## src/pkg/ccr_defs.svh

```systemverilog
// register indices, key values, bit positions and counts of the core control registers
// assumes: included by bare name; defines only
`ifndef CCR_DEFS_SVH
`define CCR_DEFS_SVH
// register word indices (byte address is four times the index)
`define CCR_IDX_GUARD 8'h04
`define CCR_IDX_SPL 8'h0d
`define CCR_IDX_SPH 8'h0e
`define CCR_IDX_FLAGS 8'h0f
// guard keys
`define CCR_KEY_SPM 8'h9d
`define CCR_KEY_IO 8'hd8
// guard readback bits
`define CCR_GUARD_IO 0
`define CCR_GUARD_SPM 1
// instruction windows and wait states
`define CCR_WIN_INSTR 3'h4
`define CCR_WAIT_CYCLES 1
// processor flag bit positions
`define CCR_F_I 7
`define CCR_F_T 6
`define CCR_F_H 5
`define CCR_F_S 4
`define CCR_F_V 3
`define CCR_F_N 2
`define CCR_F_Z 1
`define CCR_F_C 0
// alu flag vector slot of the half carry
`define CCR_ALU_H 4
// reset values
`define CCR_FLAGS_RST 8'h00
`define CCR_TMP_RST 8'h00
`define CCR_RD_RST 32'h0000_0000
`endif

```

## src/pkg/ccr_pkg.sv

```systemverilog
// types shared by the core control register bank
// assumes: compiled before the core module
`default_nettype none
package ccr_pkg;
  // whole state of the register bank
  typedef struct packed {
    logic io_open;
    logic spm_open;
    logic [2:0] gcnt;
    logic [2:0] spcnt;
    logic [15:0] sp;
    logic [7:0] tmp;
    logic [7:0] flags;
    logic pready;
    logic pslverr;
    logic [31:0] prdata;
    logic irq_ok;
  } ccr_state_s;
endpackage
`default_nettype wire

```

## src/core/ccr_core_regs.sv

```systemverilog
// core control registers: guard key, stack pointer, processor flags, apb slave
// assumes: apb master on pclk; core event inputs are synchronous one-cycle pulses
`default_nettype none
`include "ccr_defs.svh"

module ccr_core_regs #(
  parameter int SP_WIDTH = 16,
  parameter logic [15:0] SRAM_TOP = 16'hffff,
  parameter int ADDR_W = 12
) (
  input wire logic pclk,
  input wire logic presetn,
  input wire logic psel,
  input wire logic penable,
  input wire logic pwrite,
  input wire logic [ADDR_W-1:0] paddr,
  input wire logic [31:0] pwdata,
  output logic [31:0] prdata,
  output logic pready,
  output logic pslverr,
  input wire logic instr_retire,
  input wire logic io_write,
  input wire logic nvm_access,
  input wire logic sleep_exec,
  input wire logic set_irq_enable_op,
  input wire logic clear_irq_enable_op,
  input wire logic bit_store_op,
  input wire logic bit_store_val,
  input wire logic alu_flags_we,
  input wire logic [4:0] alu_flags_mask,
  input wire logic [4:0] alu_flags_val,
  input wire logic sp_we,
  input wire logic [15:0] sp_wdata,
  output logic irq_ok,
  output logic guard_io_open,
  output logic guard_spm_open,
  output logic [15:0] stack_top_pointer,
  output logic [7:0] processor_flags
);
  import ccr_pkg::*;

  localparam logic [15:0] SP_MASK = 16'((33'h1 << SP_WIDTH) - 33'h1);

  ccr_state_s s;
  ccr_state_s next_s;
  logic [ADDR_W-3:0] widx;
  logic aligned;
  logic hit_guard;
  logic hit_spl;
  logic hit_sph;
  logic hit_flags;
  logic hit;
  logic setup;
  logic done;
  logic wr_done;
  logic need_wait;
  logic clr_io;
  logic clr_spm;
  logic key_io;
  logic key_spm;

  // ----------------------------------------
  // address decode and apb phases
  // ----------------------------------------
  // registers sit on word indices; the low two address bits must be zero
  assign widx = paddr[ADDR_W-1:2];
  assign aligned = (paddr[1:0] == 2'h0);
  assign hit_guard = aligned && (widx == (ADDR_W-2)'(`CCR_IDX_GUARD));
  assign hit_spl = aligned && (widx == (ADDR_W-2)'(`CCR_IDX_SPL));
  assign hit_sph = aligned && (widx == (ADDR_W-2)'(`CCR_IDX_SPH));
  assign hit_flags = aligned && (widx == (ADDR_W-2)'(`CCR_IDX_FLAGS));
  assign hit = hit_guard || hit_spl || hit_sph || hit_flags;
  assign setup = psel && !penable;
  assign done = psel && penable && s.pready;
  assign wr_done = done && pwrite && !s.pslverr;

  // a bus write that flips the global enable costs one wait state
  assign need_wait = pwrite && hit_flags && (pwdata[`CCR_F_I] != s.flags[`CCR_F_I]);

  // key recognition at the completing edge of a guard write
  assign key_io = wr_done && hit_guard && (pwdata[7:0] == `CCR_KEY_IO);
  assign key_spm = wr_done && hit_guard && (pwdata[7:0] == `CCR_KEY_SPM);

  // the io window also dies on memory writes; the spm window only on nvm or sleep
  assign clr_io = io_write || nvm_access || sleep_exec;
  assign clr_spm = nvm_access || sleep_exec;

  // ----------------------------------------
  // next state
  // ----------------------------------------
  always_comb
  begin
    next_s = s;

    // apb answer: data and error are prepared in the setup cycle
    next_s.pready = 1'b0;
    if (setup)
    begin
      next_s.pready = !need_wait;
      next_s.pslverr = !hit;
      next_s.prdata = `CCR_RD_RST;
      if (!pwrite)
      begin
        if (hit_guard)
        begin
          next_s.prdata[`CCR_GUARD_IO] = s.io_open;
          next_s.prdata[`CCR_GUARD_SPM] = s.spm_open;
        end
        if (hit_spl)
          next_s.prdata[15:0] = {8'h00, s.sp[7:0] & SP_MASK[7:0]};
        if (hit_sph)
          next_s.prdata[15:0] = {8'h00, s.tmp};
        if (hit_flags)
          next_s.prdata[15:0] = {8'h00, s.flags};
      end
    end
    else if (psel && penable && !s.pready)
      next_s.pready = 1'b1;

    // low byte read latches the high byte for the following read
    if (done && !pwrite && !s.pslverr && hit_spl)
      next_s.tmp = s.sp[15:8] & SP_MASK[15:8];

    // stack pointer writes: low byte parks, high byte commits both
    if (wr_done && hit_spl)
      next_s.tmp = pwdata[7:0];
    if (wr_done && hit_sph)
      next_s.sp = {pwdata[7:0], s.tmp} & SP_MASK;

    // interrupt hold after a low byte write; any other io write ends it
    if (instr_retire && (s.spcnt != 3'h0))
      next_s.spcnt = s.spcnt - 3'h1;
    if (io_write || (wr_done && !hit_spl))
      next_s.spcnt = 3'h0;
    if (wr_done && hit_spl)
      next_s.spcnt = `CCR_WIN_INSTR;

    // guard window: counts retired instructions, set wins over every clear
    if (instr_retire && (s.io_open || s.spm_open))
    begin
      next_s.gcnt = s.gcnt - 3'h1;
      if (s.gcnt == 3'h1)
      begin
        next_s.io_open = 1'b0;
        next_s.spm_open = 1'b0;
      end
    end
    if (clr_io)
      next_s.io_open = 1'b0;
    if (clr_spm)
      next_s.spm_open = 1'b0;
    if (key_io || key_spm)
    begin
      next_s.gcnt = `CCR_WIN_INSTR;
      next_s.io_open = key_io;
      next_s.spm_open = key_spm;
    end

    // core push, pop and call traffic outranks a same-cycle bus write
    if (sp_we)
      next_s.sp = sp_wdata & SP_MASK;

    // flags: bus write first, then core updates per bit
    if (wr_done && hit_flags)
      next_s.flags = pwdata[7:0];
    if (bit_store_op)
      next_s.flags[`CCR_F_T] = bit_store_val;
    if (alu_flags_we)
    begin
      if (alu_flags_mask[`CCR_ALU_H])
        next_s.flags[`CCR_F_H] = alu_flags_val[`CCR_ALU_H];
      for (int i = 0; i < 4; i++)
      begin
        if (alu_flags_mask[i])
          next_s.flags[i] = alu_flags_val[i];
      end
    end
    // sign is never stored independently, so it cannot disagree
    next_s.flags[`CCR_F_S] = next_s.flags[`CCR_F_N] ^ next_s.flags[`CCR_F_V];
    // enable flag changes only by op or write; nothing here clears it on entry
    if (set_irq_enable_op)
      next_s.flags[`CCR_F_I] = 1'b1;
    if (clear_irq_enable_op)
      next_s.flags[`CCR_F_I] = 1'b0;

    // interrupt permission seen by the interrupt controller
    next_s.irq_ok = next_s.flags[`CCR_F_I] && !next_s.io_open
      && !next_s.spm_open && (next_s.spcnt == 3'h0);
  end

  // ----------------------------------------
  // state register
  // ----------------------------------------
  always_ff @(posedge pclk or negedge presetn)
  begin
    if (!presetn)
    begin
      s.io_open <= 1'b0;
      s.spm_open <= 1'b0;
      s.gcnt <= 3'h0;
      s.spcnt <= 3'h0;
      s.sp <= SRAM_TOP & SP_MASK;
      s.tmp <= `CCR_TMP_RST;
      s.flags <= `CCR_FLAGS_RST;
      s.pready <= 1'b0;
      s.pslverr <= 1'b0;
      s.prdata <= `CCR_RD_RST;
      s.irq_ok <= 1'b0;
    end
    else
      s <= next_s;
  end

  // outputs straight from the state flops
  assign prdata = s.prdata;
  assign pready = s.pready;
  assign pslverr = s.pslverr;
  assign irq_ok = s.irq_ok;
  assign guard_io_open = s.io_open;
  assign guard_spm_open = s.spm_open;
  assign stack_top_pointer = s.sp;
  assign processor_flags = s.flags;
endmodule
`default_nettype wire

```

## config.mk

```make
export PLATFORM = sky130hd
export DESIGN_NAME = ccr_core_regs
export DESIGN_NICKNAME = d
export VERILOG_FILES = /design/src/pkg/ccr_pkg.sv /design/src/core/ccr_core_regs.sv
export VERILOG_INCLUDE_DIRS = /design/src /design/src/pkg
export SDC_FILE = /design/constraint.sdc
export NUM_CORES = 1
export LEC_CHECK = 0
export BUFFER_PORTS_ARGS = -buffer_cell sky130_fd_sc_hd__clkbuf_2
export CORE_UTILIZATION = 50
export CTS_BUF_LIST = sky130_fd_sc_hd__clkbuf_2 sky130_fd_sc_hd__clkbuf_4 sky130_fd_sc_hd__clkbuf_8
export CTS_CLUSTER_DIAMETER = 30
export CTS_CLUSTER_SIZE = 25
export DETAILED_ROUTE_END_ITERATION = 10
export PLACE_DENSITY = 0.84
export SLEW_MARGIN = 5
export SYNTH_ARGS = -nofsm -noshare
export SYNTH_HDL_FRONTEND = slang
export SYNTH_SLANG_ARGS = --single-unit
export TNS_END_PERCENT = 50
```

## constraint.sdc

```tcl
create_clock -name pclk -period 5.25 [get_ports pclk]
set_input_delay 0.2625 -clock pclk [delete_from_list [all_inputs] [get_ports pclk]]
set_output_delay 0.2625 -clock pclk [all_outputs]
set_load 0.1 [all_outputs]
```

# --- Word level (Yosys, flattened, before mapping) ---
# Index checks and enable logic that the tools add are counted.
op_classes:
  add_sub_neg: 2
  n_mul: 0
  div_mod_pow: 0
  magnitude_cmp: 0
  eq_ne: 8
  shifts: 0
  n_mux: 30
  n_bitwise: 1
  reduce_logical: 52
ops:
  columns: ["cell", "count"]
  rows:
  - ["2-to-1 mux 16 bit", 5]
  - ["2-to-1 mux 8 bit", 4]
  - ["equality test 10 x 4 -> 1 bit (second input constant)", 3]
  - ["logical AND 1 bit", 27]
  - ["equality test 8 bit (second input constant)", 2]
  - ["2-to-1 mux 1 bit", 13]
  - ["equality test 10 x 3 -> 1 bit (second input constant)", 1]
  - ["2-to-1 mux 5 bit", 2]
  - ["logical NOT 1 bit", 9]
  - ["logical OR 1 bit", 9]
  - ["2-to-1 mux 3 bit", 3]
  - ["nonzero test 2 bit", 4]
  - ["subtractor 3 x 1 -> 3 bit (second input constant)", 2]
  - ["2-to-1 mux 2 bit", 2]
  - ["2-to-1 mux 4 bit", 1]
  - ["equality test 3 x 1 -> 1 bit (second input constant)", 1]
  - ["logical NOT 3 bit", 1]
  - ["nonzero test 3 bit", 1]
  - ["logical NOT 2 bit", 1]
  - ["inequality test 1 bit", 1]
  - ["bitwise XOR 1 bit", 1]
totals:
  ff_bits: 59
  latch_bits: 0
  mem_bits_rw: 0
  mem_bits_ro: 0
  in_bits: 85
  memories: 0

# --- Longest topological paths before layout ---
# Gate-level depths: netlist of the first run.
depth:
  depth_word: 12
  depth_mapped: 9
  mapped_depth_nobuf: 8

# --- Worst setup path before layout of the first run ---
# Ideal clock, no wire load.
synth_path:
  path_kind: "register to register"
  start: "register pready (netlist name)"
  end: "register s[46] (netlist bit)"
  setup_ns: 0.130
  t_arrival_ns: 2.169
  t_required_ns: 5.120
  slack_ns: 2.951
  path_stages_with_launch: 7
  path_buffers: 2
  path_cell_list: "dfrtp_1 > nand4b_1 > or4_1 > clkbuf_1 > buf_2 > nand2_1 > o21ai_0"
synth_via:
  elab_chain_cells: 5
synth_lines:
  columns: ["element", "line", "source"]
  rows:
  - ["logical AND 1 bit *", "ccr_core_regs.sv:74", "assign done = psel && penable && s.pready;"]
  - ["logical AND 1 bit, on equally long branches (2 in a row)", "ccr_core_regs.sv:75, ccr_core_regs.sv:121", null]
  - ["logical AND 1 bit, on equally long branches", "ccr_core_regs.sv:125, ccr_core_regs.sv:121", null]
  - ["2-to-1 mux 8 bit or nonzero test 2 bit (tied branches)", null, null]
  - ["end signal, assigned", "ccr_core_regs.sv:211", "s <= next_s;"]
  - ["end, declared", "ccr_core_regs.sv:44", "ccr_state_s s;"]
# Every way passes the cells marked *; elsewhere a longest branch is shown, timed or not.
# A chain may end at the register's enable or synchronous reset.

==> metrics.md, run 1 <==
| Metric | Value |
|---|---|
| Clock root buffer | clkbuf_8 |
| Post-DP HPWL | ~5.7 mm |
| Hold Path Class | in2async |
| Busiest grt layer | met2 |
| Layout Skew | between 0.01 and 0.015 ns |
| Min cycle time layout | ~2.1 ns |
| Drt pass-1 iters | 4 |
| Core area | between 6000 and 7000 um^2 |
| CTS hold repair buffers | 0 |
| Cells after Synth | roughly 360 |
| First-pass GRT wire length | about 11 mm |
| CP cell instances | nand4b_1 -> nor2_1 -> nor2_1 -> a22o_1 -> nor4_1 |
| Crit-path slowest cell | nor2_1 |
| Share of cells above drive strength 1 | between 30 and 40% |
| CP Buf/Inv Count | 0 |
| Sequential cell area fraction in the yosys report | 40.2% |
| Placed Instance Area | 3410 um^2 |
| Reg clk slew, reported paths | about 0.09 ns |
| Final Max Tran Viols | 0 |
| CP top delay family | simple AND/OR/NAND/NOR gates |
| Max stage delay on crit path | ~0.63 ns |
| Initial antenna violation count | 0 |
| Leak | roughly 1.7 nW |
| GRT met2 Usage | a little over a third |
| Vias in the first global route | 2321 |
| Via count | 2622 |
| Drt total wl | about 7.3 mm |
| Layout fillers | 555 |
| Avg Cell Area, Syn | roughly 9 um^2 |
| Slew margin rel. | 50.5% |
| VDD IR max | between 150 and 200 uV |
| Combinational power share | between 30% and 40% |
| Met3 usage | between 6 and 7% |
| Max-cap violations | 0 |
| CP dominant cell by count | nor2_1 |
| Pwr Density | 336 nW/um^2 |
| Average wire per standard cell | roughly 15 um |
| Final Cycle Share | roughly two fifths |
| Actual slew at the worst max-slew pin | around 0.74 ns |
| Clock network fraction of total power | 23.7% |
| Num CTS Buffers | 5 |
| Crit Path Max Fanout | 11 |
| Largest net degree at the start of global routing | 52 |
| Worst setup path class | reg2reg |
| Syn. warnings | 0 |
| Internal power | 679 uW |
| Sw frac | a little over two fifths |
| Area Growth Syn to Fin | 9.32% |
| Critical path endpoint category | flip-flop |
| CTS max path bufs | 2 |
| Die area | roughly 6800 um^2 |
| Site Rows | 28 |
| Met1 Usage GRT | approximately a third |
| Port buffer count | between 90 and 100 |
| Mapped Area | 3220 um^2 |
| Final hold vios | 0 |
| Fin area | about 3500 um^2 |
| Worst-Skew Late Latency | 0.31 ns |
| Sw Pwr | about 500 uW |
| CTS tree | yes |
| Arrival time worst endpoint | 2.27 ns |
| Routed vias/inst | approximately 5.3 |
| Final nets | between 500 and 600 |
| Starting Density | 53.2% |
| DIE HEIGHT | between 80 and 90 um |
| Setup TNS | 0 ns |
| Count of cell types in the netlist | 50 |
| Final setup viols | 0 |
| Nature of the critical path startpoint | flip-flop |
| EDFF count, synth | 0 |
| CP required | approximately 5.5 ns |
| Clock tree sinks | around 50 |
| Antenna diodes | 0 |
| Main synth FF type | dfrtp_1 |
| # H-tree levels | 2 |
| Fmax | a little under 500 MHz |
| Status | finished, final reports clean |
| RSZ-0062 raised after global routing | false |
| I/O pin count | approximately 150 |
| FF+latch count, synth | about 50 |
| Die Wd | between 80 and 90 um |
| GP Congestion | 0.895 |
| Post-CTS setup buffers | 0 |
| Sequential power share | about two fifths |
| Post-route ant nets | 0 |
| Initial DRC count | ~190 |
| Asr flop ratio synth | 100% |
| DRC | 0 |
| Total gr overflow | 0 |
| Post-cts resize count | 0 |
| GRT Total Usage | between 20% and 30% |
## sequential cells by signal, indices dropped and copies added, names as in the netlist
name               flops
guard_io_open          1
guard_spm_open         1
irq_ok                 1
prdata                 8
pready                 1
processor_flags        8
pslverr                1
s                     14
stack_top_pointer     16
## metrics by stage
| step | hold slack (ns) | setup slack (ns) | utilization (%) | power [mW] | instances |
|---|---|---|---|---|---|
| after global routing | 0.101 | 3.03 | 58.1 | 1.23 | 491 |
| after detailed placement | 0.409 | 3.08 | 56.2 | 0.909 | 483 |
| after floorplan | -0.0331 | 2.95 | - | 0.858 | 381 |
| after CTS | 0.0763 | 3.20 | 58.1 | 1.19 | 491 |
| final | 0.0548 | 3.18 | 58.1 | 1.18 | 491 |
| after global placement | 0.411 | 3.20 | 56.2 | 0.897 | 483 |
## synth_stat cells (2+ instances only)
cell / n / share of area, %
xnor2_1: 3 / 0.82
ha_1: 4 / 1.6
o221ai_1: 6 / 1.6
dfstp_2: 16 / 13
and2_1: 2 / 0.39
a21o_1: 8 / 1.9
dfrtp_1: 35 / 27
o21ai_1: 12 / 1.9
inv_1: 14 / 1.6
o21ai_0: 22 / 3.4
or3_1: 2 / 0.39
nand2b_1: 2 / 0.39
nor3_1: 3 / 0.47
buf_4: 57 / 13
a22o_1: 3 / 0.82
mux2i_1: 23 / 7.1
a21oi_1: 10 / 1.6
clkbuf_1: 11 / 1.3
nand2_1: 53 / 6.2
nor2b_1: 3 / 0.58
o41a_1: 2 / 0.70
nand4_1: 3 / 0.58
nor2_1: 17 / 2.0
o31ai_1: 10 / 2.3
o22ai_1: 5 / 0.97
nor4_1: 2 / 0.39
nand3_1: 7 / 1.1
## per-layer routing
metal | vias up | part of all wire (%) | wire, um
li1 | 1279 | - | -
met5 | - | 0 | 0
met2 | 113 | 45 | 3330
met4 | 0 | 2.0 | 148
met3 | 12 | 7.7 | 563
met1 | 1218 | 45 | 3280
## final cells by class
class	instances	area, um^2	share of cell area, %
clock buffers	7	83.8	2.38
clock inverters	1	30.0	0.853
multi-input cells	244	1470	41.6
inverters	14	52.6	1.49
flip-flops and latches	51	1300	36.8
repair buffers	99	500	14.2
well taps	75	93.8	2.66
## worst paths after layout
| check | from | to | slack, ns | cells after the start |
|---|---|---|---|---|
| setup / recovery | pslverr$_DFFE_PN0P_ | irq_ok$_DFF_PN0_ | 3.18 | 5 |
| max in group asynchronous | presetn | guard_io_open$_DFF_PN0_ | 4.77 | 2 |
| setup reg to reg | pslverr$_DFFE_PN0P_ | irq_ok$_DFF_PN0_ | 3.18 | 5 |
| hold / removal | presetn | prdata[5]$_DFFE_PN0P_ | 0.05 | 2 |
| min in group pclk | sp_wdata[8] | stack_top_pointer[8]$_DFFE_PN1P_ | 0.14 | 3 |
| hold reg to reg | prdata[1]$_DFFE_PN0P_ | prdata[1]$_DFFE_PN0P_ | 0.49 | 2 |
## power by group through the flow
| stage | Clock, mW | Sequential [mW] | Combinational, mW |
|---|---|---|---|
| 3_5_place_dp | 0 | 0.472 | 0.437 |
| 3_3_place_gp | 0 | 0.470 | 0.427 |
| 4_1_cts | 0.287 | 0.465 | 0.438 |
| 5_1_grt | 0.301 | 0.469 | 0.463 |
| 2_1_floorplan | 0 | 0.491 | 0.367 |
| 6_report | 0.280 | 0.466 | 0.437 |
## kinds of logic after synthesis
group / Yosys count / share of synthesized area [%]
xor gates and xnor gates: 4 / 1.09
muxes: 23 / 7.15
adders and majority gates: 4 / 1.55
buffers and inverters: 86 / 17.2
AOI/OAI and AO/OA: 85 / 16.9
other: 1 / 0.116
and+or+nand+nor: 104 / 15.7
DFF: 51 / 40.2
## cell usage in the layout, fill, tap and decap left out, types with 2 or more instances in the layout
cell type   n
xnor2_1     3
inv_1      14
o41a_1      2
o31ai_1    10
nand3_1     7
o22ai_1     5
clkbuf_2   97
nor4_1      2
nand2b_1    2
nor2b_1     3
nor3_1      3
dfstp_2    16
conb_1     24
a22o_1      3
a21o_1      8
clkbuf_8    5
mux2i_1    23
clkbuf_4    2
nand4_1     3
or3_1       2
dfrtp_1    35
o221ai_1    6
ha_1        4
and2_1      2
buf_4       2
o21ai_1    12
a21oi_1    10
o21ai_0    22
nor2_1     17
nand2_1    53
No activity file was read; power rests on OpenSTA's default activity.
==> run 2, diff against run 1 <==
- CORE_UTILIZATION: 50 -> 44
- PLACE_DENSITY: 0.84 -> 0.79
- clock period: 5.25 -> 1.9 ns (I/O delays scaled with it)
==> run 2 against run 1 <==
Net effect: sequential share of layout area down 3.1 points; clock power rose to 2.8 times the previous value; clock skew down 0.0047 ns; largest power group is now combinational logic.
==> metrics.md, run 2 (synthesized netlist as in run 1, its figures left out) <==
| Metric | Value |
|---|---|
| R2r setup slk | about 0.018 ns |
| Final Power | 3.44 mW |
| Hold Path Class | in2reg |
| Max stage delay on crit path | roughly 0.5 ns |
| Num CTS Buffers | 5 |
| Clock tree sinks | between 50 and 60 |
| Fin area | between 3000 and 4000 um^2 |
| Worst-Skew Late Latency | around 0.31 ns |
| RSZ-0062 raised after global routing | true |
| Min cycle time layout | 1.88 ns |
| Hold path depth | 3 |
| Initial DRC count | 192 |
| Slew margin rel. | between 50% and 60% |
| Cell Count, Final, Fillers Out | ~540 |
| Post-route ant nets | 0 |
| Nature of the critical path startpoint | flip-flop |
| Met3 usage | 4.43% |
| Largest net degree at the start of global routing | 52 |
| Status | finished, final reports clean |
| Starting Density | between 40% and 50% |
| Average wire per standard cell | ~15 um |
| Setup WS post-layout | between 0.015 and 0.02 ns |
| Actual slew at the worst max-slew pin | 0.659 ns |
| Dpl ws | 0.00388 ns |
| Setup TNS | 0 ns |
| Total gr overflow | 0 |
| Clock root buffer | clkbuf_8 |
| Final nets | between 500 and 600 |
| R2R depth | 6 |
| Port buffer count | 97 |
| Critical path endpoint category | flip-flop |
| Layout Skew | ~0.0064 ns |
| Final Max Tran Viols | 0 |
| Pwr Density | approximately 890 nW/um^2 |
| Share of cells above drive strength 1 | 34.2% |
| Largest register FFs | 16 |
| Most common cell after layout, fill and taps aside | clkbuf_2 |
| Final hold vios | 0 |
| DRC | 0 |
| First-pass GRT wire length | roughly 13 mm |
| Met1 Usage GRT | between 20% and 30% |
| Area Growth Syn to Fin | 20.2% |
| Die area | ~7700 um^2 |
| Final setup viols | 0 |
| CP required | ~2.1 ns |
| GRT met2 Usage | a little over a third |
| I/O pin count | 146 |
| Die Wd | between 80 and 90 um |
| R2R Path Start | pslverr$_DFFE_PN0P_ |
| Via count | between 2000 and 3000 |
| Inst Count DP | 516 |
| GP Congestion | about 0.86 |
| Initial antenna violation count | 0 |
| Busiest grt layer | met2 |
| CTS max path bufs | 2 |
| WHS | approximately 0.0033 ns |
| VDD IR max | approximately 350 uV |
| Core area | slightly below 7000 um^2 |
| Leak | between 1.5 and 2 nW |
| CP startpoint | pslverr$_DFFE_PN0P_ |
| DIE HEIGHT | 87.6 um |
| Crit-path slowest cell | dfrtp_4 |
| GRT Total Usage | ~22% |
| Reg clk slew, reported paths | around 0.10 ns |
| Crit Path Max Fanout | 16 |
| Drt total wl | roughly 8.0 mm |
| Vias in the first global route | ~2600 |
| Max-cap violations | 0 |
| Site Rows | 30 |
| # H-tree levels | 2 |
| Antenna diodes | 0 |
| Drt pass-1 iters | 4 |
| Final Cycle Share | 99.0% |
| Post-route core utilization | 55.7% |
| Hold Path Origin | bit_store_val |
| Placed Instance Area | about 3600 um^2 |
| Arrival time worst endpoint | 2.10 ns |
| Fmax | roughly 530 MHz |
| CP cell instances | and4b_2 -> nand3_4 -> nor4b_4 -> buf_12 -> mux2i_1 -> o21ai_0 |
| Routed vias/inst | a little over 5 |
| Worst setup path class | reg2reg |
| Most frequent cells in the layout | clkbuf_2, nand2_1, dfrtp_1 |
| CTS tree | yes |
| Post-DP HPWL | approximately 6.0 mm |
[run 2: cell count changes in the layout (fill, tap and decap cells not counted), sizes merged]
cell | previous run | this run
buf | 2 | 15
clkbuf | 104 | 102
clkinv | 0 | 1
dlygate4sd3 | 0 | 16
inv | 14 | 15
[run 2: final timing paths]
path	to
worst min-delay path	processor_flags[6]$_DFFE_PN0P_
worst min register to register	prdata[7]$_DFFE_PN0P_
worst max register to register	stack_top_pointer[0]$_DFFE_PN1P_
max in group asynchronous	pready$_DFF_PN0_
worst max-delay path	stack_top_pointer[0]$_DFFE_PN1P_
min in group asynchronous	prdata[0]$_DFFE_PN0P_
[run 2: area by class of cell]
| type | count | area (um^2) |
|---|---|---|
| Clock buffer | 5 | 68.8 |
| Clock inverter | 3 | 47.5 |
| Fill cell | 637 | 3070 |
| Inverter | 14 | 52.6 |
| Multi-Input combinational cell | 244 | 1500 |
| Sequential cell | 51 | 1310 |
| Tap cell | 96 | 120 |
| Timing Repair Buffer | 128 | 774 |
[run 2: layer usage]
metal | part of all wire (%) | wire length [um]
met1 | 43 | 3410
met2 | 47 | 3740
met3 | 7.3 | 586
met4 | 3.5 | 277
met5 | 0 | 0
[run 2: report_power, final]
part           internal [mW]  switching (mW)  total [mW]
sequential              1.20          0.0829        1.29
clock                  0.400           0.396       0.796
combinational          0.358            1.00        1.36
[run 2: worst max-delay path, delay by kind of cell (launching register included)]
family                 cells  cell delay (ns)
buffers and inverters      1             0.22
AO/OA/AOI/OAI              1             0.10
flip-flops                 1             0.50
multiplexers               1             0.22
AND/OR/NAND/NOR            3             0.73
[run 2: timing repair]
| action | in CTS | in global routing |
|---|---|---|
| endpoints found under the hold margin | 50 | 0 |
| pin swaps | 0 | 2 |
| hold buffers | 16 | 0 |
| resized for setup | 1 | 8 |
| buffers inserted | 0 | 1 |
| setup endpoints to repair | 1 | 15 |
==> run 3, diff against run 2 <==
- CTS_BUF_LIST: sky130_fd_sc_hd__clkbuf_2 sky130_fd_sc_hd__clkbuf_4 sky130_fd_sc_hd__clkbuf_8 -> sky130_fd_sc_hd__clkbuf_4
==> run 3 against run 2 <==
Net effect: the run now ends with negative hold slack left; count of clock-buffer cells in the layout unchanged; clock power down 16%; total power shrank 1.6%; clock skew is 0.0083 ns higher; final area is 4.8% higher; largest power group unchanged; sequential share of layout area shrank 1.5 points; setup slack worse by 0.014 ns; global-route usage rose by 0.94 points; routed wire length grew 4.9%; maximum frequency shrank 0.71%; via count grew 4.5%.
==> metrics.md, run 3 (synthesized netlist as in run 1, its figures left out) <==
| Metric | Value |
|---|---|
| Max-cap violations | 0 |
| WHS | -0.00877 ns |
| Combinational power share | ~42% |
| Initial DRC count | about 200 |
| I/O pin count | between 100 and 150 |
| Most frequent cells in the layout | clkbuf_2, nand2_1, dfrtp_1 |
| GRT Total Usage | 22.5% |
| Setup WS post-layout | ~0.0046 ns |
| Hold Path Class | in2reg |
| Dpl ws | just under 0.004 ns |
| Layout Skew | 0.0147 ns |
| Die area | between 7000 and 8000 um^2 |
| Starting Density | between 40% and 50% |
| Sequential power share | between 30% and 40% |
| Area Growth Syn to Fin | 25.9% |
| Post-route core utilization | roughly 58% |
| Routed vias/inst | roughly 5.2 |
| CP cell instances | and4b_2 -> nand3_4 -> nor4b_4 -> buf_4 -> buf_12 -> mux2i_2 -> o21ai_1 |
| Crit-path slowest cell | dfrtp_4 |
| Fmax | between 500 and 600 MHz |
| Clock tree sinks | 51 |
| Worst-Skew Late Latency | roughly 0.40 ns |
| Total gr overflow | 0 |
| Num CTS Buffers | 5 |
| Clock network fraction of total power | around 20% |
| Largest net degree at the start of global routing | 52 |
| # H-tree levels | 2 |
| Worst setup path class | reg2reg |
| Final Max Tran Viols | 0 |
| Register area | about 1300 um^2 |
| Final nets | approximately 550 |
| Pwr Density | about 830 nW/um^2 |
| Reg clk slew, reported paths | 0.17 ns |
| Crit Path Max Fanout | 8 |
| Status | finished with violations |
| Sw frac | 44.1% |
| Arrival time worst endpoint | ~2.2 ns |
| Layout fillers | approximately 600 |
| Leak | between 1.5 and 2 nW |
| Share of cells above drive strength 1 | around a third |
| Sw Pwr | ~1.5 mW |
| VDD IR max | ~380 uV |
| Inst Count DP | 516 |
| Via count | between 2000 and 3000 |
| Internal power | roughly 1.9 mW |
| DRC | 0 |
| Initial antenna violation count | 0 |
| CTS max path bufs | 2 |
| Max stage delay on crit path | slightly above 0.5 ns |
| Drt total wl | 8.41 mm |
| Average wire per standard cell | ~15 um |
| Failing checks | negative hold slack |
| Clock root buffer | clkbuf_4 |
| Drt pass-1 iters | 4 |
| Vias in the first global route | approximately 2700 |
| Post-route ant nets | 0 |
| Slew margin rel. | 55.8% |
| Placed Instance Area | 3550 um^2 |
| Cell Count, Final, Fillers Out | roughly 560 |
| First-pass GRT wire length | between 10 and 15 mm |
| DIE HEIGHT | ~88 um |
| Actual slew at the worst max-slew pin | ~0.66 ns |
| Core area | 6940 um^2 |
| Site Rows | 30 |
| Area of the multi-input gates | 1520 um^2 |
| Fin area | 4060 um^2 |
| Hold path depth | 3 |
| R2R depth | 7 |
| Final Cycle Share | around 100% |
| Final setup viols | 0 |
| Critical path endpoint category | flip-flop |
| Nature of the critical path startpoint | flip-flop |
| Most common cell after layout, fill and taps aside | clkbuf_2 |
| Min cycle time layout | 1.90 ns |
| Post-DP HPWL | 5.96 mm |
| Antenna diodes | 0 |
| GP Congestion | about 0.86 |
| Die Wd | ~88 um |
| CP required | roughly 2.2 ns |
| Port buffer count | just under 100 |
| Largest register FFs | 16 |
| Final hold vios | 1 |
| CTS tree | yes |
run 3: path summary, 6_finish.rpt:
path,from,slack [ns],end
worst max-delay path,pslverr$_DFFE_PN0P_,0.005,stack_top_pointer[0]$_DFFE_PN1P_
worst min-delay path,alu_flags_val[2],-0.009,processor_flags[2]$_DFF_PN0_
worst max register to register,pslverr$_DFFE_PN0P_,0.005,stack_top_pointer[0]$_DFFE_PN1P_
worst min register to register,prdata[7]$_DFFE_PN0P_,0.50,prdata[7]$_DFFE_PN0P_
max in group asynchronous,presetn,1.06,pslverr$_DFFE_PN0P_
min in group asynchronous,presetn,0.33,processor_flags[2]$_DFF_PN0_
run 3: power groups by stage:
stage	logic, mW	clock network (mW)	registers [mW]
3_3_place_gp	1.22	0	1.29
2_1_floorplan	1.02	0	1.36
6_report	1.43	0.667	1.29
5_1_grt	1.51	0.720	1.30
4_1_cts	1.30	0.676	1.28
3_5_place_dp	1.24	0	1.30
run 3: final cells by class:
class	instances	share of cell area (%)
repair buffers	148	24.1
flip-flops and latches	51	32.2
multi-input cells	244	37.4
inverters	14	1.30
clock buffers	5	0.925
clock inverters	3	1.17
well taps	96	2.96
run 3: what timing repair did:
| item | 4_1_cts | 5_1_grt |
|---|---|---|
| hold buffers | 29 | 1 |
| endpoints found under the hold margin | 59 | 1 |
| resized for setup | 3 | 10 |
| setup endpoints to repair | 1 | 13 |
| setup buffers | 4 | 2 |
| pin swaps | 1 | 4 |
| cloned | 1 | 0 |
run 3: per-stage QoR:
stage               total power [mW]  TNS, ns  hold WS, ns
finish                          3.39        0     -0.00877
global route                    3.53   -0.370       0.0107
CTS                             3.25        0     0.000912
detailed placement              2.54        0        0.262
global placement                2.51        0        0.247
floorplan                       2.37   -0.235       -0.201
run 3: critical path: cells and delay by family (launching register included):
| family | cells | cell delay (ns) |
|---|---|---|
| flip-flops | 1 | 0.51 |
| AO/OA/AOI/OAI | 1 | 0.09 |
| AND/OR/NAND/NOR | 3 | 0.68 |
| buffers and inverters | 2 | 0.31 |
| multiplexers | 1 | 0.24 |
run 3: layer usage:
layer / vias to the layer above / GRT usage (%) / share of wire (%) / routed length [um]
li1: 1377 / - / - / -
met1: 1375 / 27.8 / 41 / 3430
met2: 131 / 39.0 / 50 / 4200
met3: 13 / 5.09 / 8.0 / 676
met4: 0 / 7.15 / 1.2 / 101
met5: - / 0 / 0 / 0
